--- config.mk ---
export PLATFORM = sky130hd
export DESIGN_NAME = bank_ctl
export DESIGN_NICKNAME = d
export VERILOG_FILES = /design/src/verilog/bank_ctl_pkg.sv /design/src/verilog/bank_ctl.sv /design/src/verilog/card_enable_view.sv
export SDC_FILE = /design/constraint.sdc
export NUM_CORES = 1
export LEC_CHECK = 0
export BUFFER_PORTS_ARGS = -buffer_cell sky130_fd_sc_hd__clkbuf_2
export CAP_MARGIN = 20
export CORE_MARGIN = 2
export CORE_UTILIZATION = 55
export DETAILED_ROUTE_END_ITERATION = 10
export GPL_TIMING_DRIVEN = 0
export PLACE_DENSITY_LB_ADDON = 0.05
export SLEW_MARGIN = 10
export SYNTH_ARGS = -nofsm -noshare
export SYNTH_HDL_FRONTEND = slang
export SYNTH_HIERARCHICAL = 1
export SYNTH_SLANG_ARGS = --single-unit
--- constraint.sdc ---
create_clock -name core_clk_i -period 3.2 [get_ports core_clk_i]
set_input_delay 0.16 -clock core_clk_i [delete_from_list [all_inputs] [get_ports core_clk_i]]
set_output_delay 0.16 -clock core_clk_i [all_outputs]
set_load 0.005 [all_outputs]
--- src/verilog/bank_ctl_pkg.sv ---
/*
 * Constants, command codes and the port pattern helper shared by the
 * bank and segment controller.
 * Assumes one card per segment port bit and one shared expansion line.
 */
package bank_ctl_pkg;

	// ----------------------------------------------------------------
	// Widths and reset values
	// ----------------------------------------------------------------
	localparam int        SEG_W          = 8;
	localparam int        IDX_W          = 3;
	localparam logic [7:0] SEG_PORT_RST  = 8'h00;
	localparam logic      MEMEX_RST      = 1'b0;
	localparam logic      MEMEX_PRIMARY  = 1'b0;
	localparam logic      MEMEX_EXPANDED = 1'b1;

	// ----------------------------------------------------------------
	// Commands
	// ----------------------------------------------------------------
	typedef enum logic [2:0] {
		OP_NOP,
		OP_SET_MEMEX,
		OP_WRITE_PORT,
		OP_SELECT_CARD,
		OP_ENTER_SERVICE,
		OP_LEAVE_SERVICE
	} op_t;

	// Port pattern that enables card idx and holds every other card off:
	// each bit sits at its card's inactive level except the chosen one.
	function automatic logic [SEG_W-1:0] card_pattern(
		input logic [SEG_W-1:0] active_high,
		input logic [IDX_W-1:0] idx
	);
		logic [SEG_W-1:0] pat;
		pat = ~active_high;
		pat[idx] = active_high[idx];
		return pat;
	endfunction

endpackage

--- src/verilog/bank_ctl.sv ---
/*
 * Controller that drives the expansion line and an eight-bit segment
 * select port for a rack of byte-wide memory cards.
 * Assumes the user side issues one command per cycle on the same clock,
 * and that active_high_i mirrors the polarity jumpers of the cards.
 */
// How it works
// Each card takes its segment line from a separate connector, fed here from one port bit.
// Each card is jumpered for low or high active segment select, mirrored in active_high_i.
// A card is enabled only while its line sits at its jumpered level.
// Cards may share addresses; only the card whose line is active answers.
// The expansion line low enables the primary bank, high the expanded bank.
// Writing the expansion bit cleared picks primary, set picks expanded, and a rewrite of the same level changes nothing.
// Each card's segment line is one bit of the eight-bit port, so one port steers eight cards.
// The port bits come up low after reset, so a low active card is selected at once.
// Segment select picks the card and the expansion line then picks that card's bank.
// A card whose segment or bank is not selected drives no data and enables no memory.
`timescale 1ns/1ps
module bank_ctl
	import bank_ctl_pkg::*;
(
	input  wire logic                           core_clk_i,
	input  wire logic                           resetn_i,
	input  wire logic                           ce_i,
	input  wire logic                           cmd_valid_i,
	input  wire bank_ctl_pkg::op_t              cmd_op_i,
	input  wire logic [bank_ctl_pkg::SEG_W-1:0] cmd_data_i,
	input  wire logic [bank_ctl_pkg::SEG_W-1:0] active_high_i,
	output logic                                memex_o,
	output logic      [bank_ctl_pkg::SEG_W-1:0] seg_port_o,
	output logic                                in_service_o,
	output logic                                cmd_done_o,
	output logic      [bank_ctl_pkg::SEG_W-1:0] card_on_o,
	output logic      [bank_ctl_pkg::SEG_W-1:0] primary_on_o,
	output logic      [bank_ctl_pkg::SEG_W-1:0] expanded_on_o
);
	import bank_ctl_pkg::*;

	// ----------------------------------------------------------------
	// State
	// ----------------------------------------------------------------
	typedef enum logic [0:0] {
		ST_RUN,
		ST_SERVICE
	} mode_t;

	typedef struct packed {
		mode_t              mode;
		logic               memex;
		logic [SEG_W-1:0]   seg_port;
		logic               saved_memex;
		logic [SEG_W-1:0]   saved_port;
		logic               done;
		logic [SEG_W-1:0]   card_on;
		logic [SEG_W-1:0]   prim_on;
		logic [SEG_W-1:0]   exp_on;
	} state_t;

	state_t           st;
	state_t           next_st;
	logic [SEG_W-1:0] view_card;
	logic [SEG_W-1:0] view_prim;
	logic [SEG_W-1:0] view_exp;

	// Enable view is taken from the next port values so the registered
	// report, cleared by reset, lines up with the registered pins from the first enabled edge on.
	card_enable_view u_card_enable_view (
		.seg_port_i    (next_st.seg_port),
		.active_high_i (active_high_i),
		.memex_i       (next_st.memex),
		.card_on_o     (view_card),
		.primary_on_o  (view_prim),
		.expanded_on_o (view_exp)
	);

	// ----------------------------------------------------------------
	// Command handling
	// ----------------------------------------------------------------
	always_comb begin
		next_st      = st;
		next_st.done = 1'b0;
		if (cmd_valid_i) begin
			next_st.done = 1'b1;
			case (cmd_op_i)
				OP_SET_MEMEX: begin
					// Same level again leaves the line untouched
					next_st.memex = cmd_data_i[0];
				end
				OP_WRITE_PORT: begin
					next_st.seg_port = cmd_data_i;
				end
				OP_SELECT_CARD: begin
					// Others held inactive so shared addresses never clash
					next_st.seg_port = card_pattern(active_high_i,
						cmd_data_i[IDX_W-1:0]);
				end
				OP_ENTER_SERVICE: begin
					// Service code lives in primary memory; remember where
					// the interrupted code ran so it can be resumed.
					if (st.mode == ST_RUN) begin
						next_st.saved_memex = st.memex;
						next_st.saved_port  = st.seg_port;
						next_st.memex       = MEMEX_PRIMARY;
						next_st.mode        = ST_SERVICE;
					end
				end
				OP_LEAVE_SERVICE: begin
					if (st.mode == ST_SERVICE) begin
						next_st.memex    = st.saved_memex;
						next_st.seg_port = st.saved_port;
						next_st.mode     = ST_RUN;
					end
				end
				default: begin
					next_st.done = 1'b0;
				end
			endcase
		end
		next_st.card_on = view_card;
		next_st.prim_on = view_prim;
		next_st.exp_on  = view_exp;
	end

	// ----------------------------------------------------------------
	// Registers
	// ----------------------------------------------------------------
	always_ff @(posedge core_clk_i or negedge resetn_i) begin
		if (!resetn_i) begin
			st.mode        <= ST_RUN;
			st.memex       <= MEMEX_RST;
			st.seg_port    <= SEG_PORT_RST;
			st.saved_memex <= MEMEX_RST;
			st.saved_port  <= SEG_PORT_RST;
			st.done        <= 1'b0;
			st.card_on     <= '0;
			st.prim_on     <= '0;
			st.exp_on      <= '0;
		end else if (ce_i) begin
			st <= next_st;
		end
	end

	assign memex_o       = st.memex;
	assign seg_port_o    = st.seg_port;
	assign in_service_o  = (st.mode == ST_SERVICE);
	assign cmd_done_o    = st.done;
	assign card_on_o     = st.card_on;
	assign primary_on_o  = st.prim_on;
	assign expanded_on_o = st.exp_on;
endmodule

--- src/verilog/card_enable_view.sv ---
/*
 * Works out which card and bank answer for a given segment port value,
 * expansion level and jumper map of card polarities.
 * Assumes the polarity map matches the jumpers fitted on the cards.
 */
`timescale 1ns/1ps
module card_enable_view
	import bank_ctl_pkg::*;
(
	input  wire logic [bank_ctl_pkg::SEG_W-1:0] seg_port_i,
	input  wire logic [bank_ctl_pkg::SEG_W-1:0] active_high_i,
	input  wire logic                           memex_i,
	output logic      [bank_ctl_pkg::SEG_W-1:0] card_on_o,
	output logic      [bank_ctl_pkg::SEG_W-1:0] primary_on_o,
	output logic      [bank_ctl_pkg::SEG_W-1:0] expanded_on_o
);
	import bank_ctl_pkg::*;

	// ----------------------------------------------------------------
	// Per card decode
	// ----------------------------------------------------------------
	for (genvar g = 0; g < SEG_W; g++) begin : g_card
		// A card is on when its line equals its jumpered level
		assign card_on_o[g] = ~(seg_port_i[g] ^ active_high_i[g]);
		// Bank picked by expansion line, none when card off
		assign primary_on_o[g]  = card_on_o[g] & (memex_i == MEMEX_PRIMARY);
		assign expanded_on_o[g] = card_on_o[g] & (memex_i == MEMEX_EXPANDED);
	end

endmodule
* Word level (Yosys, flattened, before mapping) *
Cells that the tools add are included.

operators by class
  shift-type cells = 0
  equality and inequality tests = 5
  div/mod/pow operators = 0
  bitwise gates (word level) = 35
  reduce and logical (&&, ||, !) cells = 5
  multiplexer cells = 14
  multiply operators = 0
  order comparisons = 2
  add/subtract/negate cells = 0

operator list
  operator                                                            count
  2-to-1 mux 9 bit                                                    3
  one-hot mux 8 bit (3 select lines)                                  1
  2-to-1 mux 19 bit                                                   1
  bitwise AND 1 bit                                                   16
  inverter 1 bit                                                      10
  bitwise mux 8 bit                                                   1
  inverter 8 bit                                                      1
  bitwise XOR 1 bit                                                   8
  == test 3 x 2 -> 1 bit (second input constant)                      2
  == test 3 bit (second input constant)                               2
  OR reduction 5 bit                                                  1
  less-than comparator 3 x 4 -> 1 bit (second input constant)         1
  2-to-1 mux 1 bit                                                    4
  AND reduction 4 bit                                                 1
  binary-select mux 1 bit (select 3 bit)                              1
  demux 1 bit (select 3 bit)                                          1
  == test 3 x 1 -> 1 bit (second input constant)                      1
  greater-or-equal comparator 3 x 1 -> 1 bit (second input constant)  1
  one-hot mux 1 bit (3 select lines)                                  1
  AND reduction 3 bit                                                 1
  one-hot mux 1 bit (2 select lines)                                  1
  nonzero test 2 bit                                                  1
  logical AND 1 bit                                                   1

word-level totals
  flip-flop bits (word level) = 44
  bits of input ports = 23
  bits in writable memories = 0
  memories = 0
  latch bits = 0
  bits in read-only memories = 0
  output and inout bits = 35
  logic and storage cells = 70

* Logic depth before layout (Yosys ltp) *
  depth after elaboration = 10
  mapped depth = 9
  mapped depth without buffers = 7

* Hierarchy *
The synthesis kept the hierarchy.

by module, submodules not included
  module            area an instance (um^2)  cells each  sequential area each (um^2)  times used
  bank_ctl          2443.6                   221         1101.1                       1
  card_enable_view  185.2                    25          0.0                          1

* Worst setup path before layout *
Ideal clock, no wire load.

  kind = flip-flop to flip-flop
  from = register st, in the netlist in_service_o
  to = register st, in the netlist expanded_on_o[2]
  clock period less this slack = 1.933 ns
  arrival time = 1.809 ns
  path buffers = 1
  cell stages (with the launch flop) = 9
  slack = 1.267 ns
  library setup time = 0.125 ns
  data required time = 3.075 ns
  path through = dfrtp_1 buf_2 mux2i_1 nor2_1 a221oi_1 o21ai_0 xnor2_1 and2_2 mux2_2

RTL lines
  element                 line             text
  from (decl)             bank_ctl.sv:59   state_t st;
  from (signal assigned)  bank_ctl.sv:139  st <= next_st;

==> impl.org <==
** Placement
- Final HPWL DP :: 3856 um
- Inst Count DP :: about 350
- At the end of routability-driven placement, the weighted congestion stood at 0.8050.
- The count of buffers added on input and output ports is 53.

** Critical path
- Start point of the critical path :: in_service_o
- Reg-to-reg slack, setup :: 1040 ps
- STA classifies the critical path startpoint as a flop.
- Worst Setup End Kind :: flop
- The startpoint identified for the worst register-to-register timing path is in_service_o.
- For this run, the slowest stage of the critical path takes 390 ps.
- Together, buffers and inverters on the worst path number 1.
- Cells along the critical path :: buf_2 -> mux2i_1 -> nor2_1 -> a221oi_1 -> o21ai_0 -> xnor2_1 -> and2_2 -> mux2_2
- Worst Setup Path Type :: flop to flop
- In this design, the largest share of critical-path delay is due to multiplexers.
- Highest fanout seen on the critical path :: 10
- The slowest stage of the critical path belongs to the cell dfrtp_1.
- Data required time at the worst endpoint :: approximately 3400 ps
- CP Data Arrival Time :: 2350 ps

** Yosys
- Synth Area in XOR/XNOR :: 0.04998
- The share of the Yosys chip area taken by registers is 0.4188.
- Synth cell types :: 37
- Share of synthesized flip-flops with an asynchronous set or reset :: 1.000
- The synthesized netlist occupies a cell area of 2629 um^2.
- Synthesis produced a netlist with a net count of 269.
- By area, the combinational part of the netlist is dominated by multiplexers.
- Dividing the synthesized area by the synthesized cell count gives 10.69 um^2.
- Post-synthesis cell count :: around 250
- The synthesized design contains 0 enable-type register cells.
- Post-synthesis simple-gate area fraction :: 0.1328
- Mux contribution to synthesized area :: 0.1890
- Of the total synthesized cell area, the portion taken by full adders, half adders and majority gates is 0.
- Top FF cell, synth :: dfrtp_1
- Register bit total from synthesis :: 44
- Synthesis Warnings :: 6
- The synthesized-area fraction occupied by ao, oa, aoi and oai cells was 0.08615.

** Layout
- Compared with the post-synthesis result, the final layout area differs by 18.42%.
- Summing all flip-flop and latch instances after layout gives 1101 um^2.
- Commonest cells after routing, fill and taps aside :: clkbuf_2 (53), dfrtp_1 (44), buf_4 (33), mux2_2 (25), nor2_1 (22)
- Leaving out fill and tap cells, the most frequent cell in the layout is clkbuf_2.
- At the end of the flow, the number of nets in the layout was 331.
- Fraction of layout cells with a size suffix above 1 :: 0.4693
- The layout has 387 filler cells.
- The multi-input combinational cells in the finished layout cover a total of 1204 um^2.
- Antenna diode count :: 0
- Layout Utilization :: 0.6679
- Post-route insts no fill :: 363

** Clock network
- The root buffer cell chosen for the clock tree is clkbuf_8.
- After clock tree synthesis, the clock-pin slew on the worst setup and hold paths is 90 ps.
- The tree built by TritonCTS fans out to 44 sinks.
- H-tree lvl count :: 2
- Number of gates resized after CTS :: 0
- Clock buffer count from CTS :: 5
- CTS tree :: done
- Worst-skew pair later-pin latency :: 300 ps
- Counting along the longest clock path gives a buffer depth of 2.

** Worst hold path
- Worst hold path startpoint :: cmd_op_i[0]
- Worst hold-check path type :: input port to flop

** Global route
- For this run, global-route usage on met3 was measured as 0.05249.
- Number of antenna violations at the first check in global routing :: 0
- Entering global routing, the biggest net connects 27 pins.
- The via count of the first global-routing pass was 1773.
- Residual overflow from global routing :: 0
- For this run, the total global-route usage over all layers was measured as 0.2197.
- After global routing, the most crowded layer is met2.
- The first global-routing pass estimated 8818 um of wire.
- M2 GR Usage :: 0.3313
- For this run, global-route usage on met1 was measured as 0.3160.

** STA
- Setup repair after global routing left no endpoint under its margin.
- Shortest period the worst path allows :: about 2200 ps
- Tcrit/Tclk final :: 0.6763
- The worst pin sits at a relative slew slack of 0.6013.
- Total count of max-transition violations in the final report :: 0
- For the pin with the worst max-slew slack, the measured transition is 595.8 ps.
- Clock skew on the completed layout was measured at 10.02 ps.
- Post-Route Setup TNS :: 0 ps
- Number of failing setup endpoints in the final timing report :: 0
- Max Fclk :: around 0.46 GHz
- Hold Fails Final Rpt :: 0

** Status
- Status :: complete, no violations

** Floorplanning
- Width of the die :: roughly 73 um
- Number of cell rows :: 25
- The die covers 5349 um^2.
- Area of the placeable core :: approximately 4700 um^2
- Starting density of the core :: 0.5640
- During I/O placement, the number of pins put on the boundary was 58.
- From bottom edge to top edge, the die measures between 70 and 80 um.

** Route
- Number of vias in the routed layout :: 1887
- Remaining antenna violation count after routing :: 0
- The first routing iteration left 111 violations.
- Vias per cell :: 5.198
- Post-DR wirelength/cell :: 14.88 um
- For this run, the detailed router's first-pass iteration total came to 4.
- For this run, design rule violations remaining after detail routing come to 0.
- Total routed wirelength :: between 5000 and 6000 um

** Power and ir drop
- Of the total power, combinational logic draws 0.366.
- Power density relative to cell area :: between 600 and 700 nW/um^2
- Net switching share of the total power :: 0.2857
- Clk pwr share :: 0.224
- The analysis attributes to net switching a power of 573.8 uW.
- Flop pwr share :: 0.410
- Summed over all cells, the static leakage comes to between 1.5 and 2 nW.
- The internal portion of the total power is between 1 and 1.5 mW.
- Maximum resistive drop on vdd :: 0.0002931 V

** Job
- Across the run, the number of max-cap violations was 0.
power by group through the flow:
| stage | logic (mW) | registers, mW | clock network, mW |
|---|---|---|---|
| after floorplan | 0.530 | 0.804 | 0 |
| final | 0.734 | 0.824 | 0.450 |
| after global placement | 0.725 | 0.830 | 0 |
| after CTS | 0.745 | 0.826 | 0.462 |
| after detailed placement | 0.740 | 0.836 | 0 |
| after global routing | 0.812 | 0.852 | 0.491 |
per-layer routing:
layer,vias to the layer above,wire length (um)
li1,935,-
met1,897,2585
met2,53,2537
met3,2,261
met4,0,17
met5,-,0
registers in the layout, indices dropped and copies added (netlist names):
signal         count
card_on_o          8
primary_on_o       8
seg_port_o         8
memex_o            1
expanded_on_o      8
st                 9
in_service_o       1
cmd_done_o         1
cells in the mapped netlist (2+ instances only):
library cell | instances | area (um^2)
nand3_1 | 2 | 10.01
mux2i_1 | 8 | 80.08
o22a_1 | 2 | 17.52
mux2_4 | 9 | 135.1
inv_1 | 2 | 7.510
o21ai_0 | 10 | 50.05
a21oi_1 | 9 | 45.04
nor2_1 | 22 | 82.58
dfrtp_1 | 44 | 1101
nand3b_1 | 4 | 30.03
buf_2 | 8 | 40.04
a221oi_1 | 7 | 61.31
nor3b_1 | 2 | 15.01
nor2b_1 | 3 | 18.77
and2b_1 | 6 | 45.04
nand2b_1 | 2 | 12.51
nand2_1 | 10 | 37.54
and2_2 | 2 | 15.01
mux2_2 | 25 | 281.5
and2_1 | 6 | 37.54
xor2_1 | 4 | 35.03
nor3_1 | 2 | 10.01
buf_4 | 33 | 247.7
xnor2_1 | 11 | 96.34
cell families after synthesis:
logic type / count (synthesis)
and+or+nand+nor: 65
xor gates and xnor gates: 15
DFF: 44
buffers and inverters: 46
AOI/OAI and AO/OA: 34
muxes: 42
cell type report:
| cell class | count | area share |
|---|---|---|
| multi-input cells | 156 | 0.3867 |
| inverters | 2 | 0.002412 |
| repair buffers | 55 | 0.09486 |
| clock buffers | 6 | 0.02653 |
| flip-flops and latches | 44 | 0.3537 |
| clock inverters | 2 | 0.01246 |
| well taps | 54 | 0.02170 |
| plain buffers | 44 | 0.1017 |
path summary, 6_finish.rpt:
kind	end	cells after the start
worst max-delay path	expanded_on_o[3]	8
max in group asynchronous	st[28]	3
worst min-delay path	in_service_o	2
worst min register to register	card_on_o[7]	1
min in group asynchronous	st[32]	2
worst max register to register	expanded_on_o[3]	8
per-stage QoR:
| stage | setup WS, ps | power [mW] | hold slack, ps | area [um^2] |
|---|---|---|---|---|
| 3_3_place_gp | 1004 | 1.555 | 423.1 | 2962 |
| 4_1_cts | 1010 | 2.033 | 106.7 | 3113 |
| 6_report | 1036 | 2.008 | 113.6 | 3113 |
| 3_5_place_dp | 970.7 | 1.576 | 151.6 | 2982 |
| 5_1_grt | 847.2 | 2.155 | 128.5 | 3113 |
| 2_1_floorplan | 1267 | 1.334 | -135.6 | 2629 |
what timing repair did:
action,in CTS,in global routing
setup endpoints to repair,0,0
hold buffers,1,0
endpoints found under the hold margin,18,0
setup buffers,0,0
(Power assumes the default switching activity.)
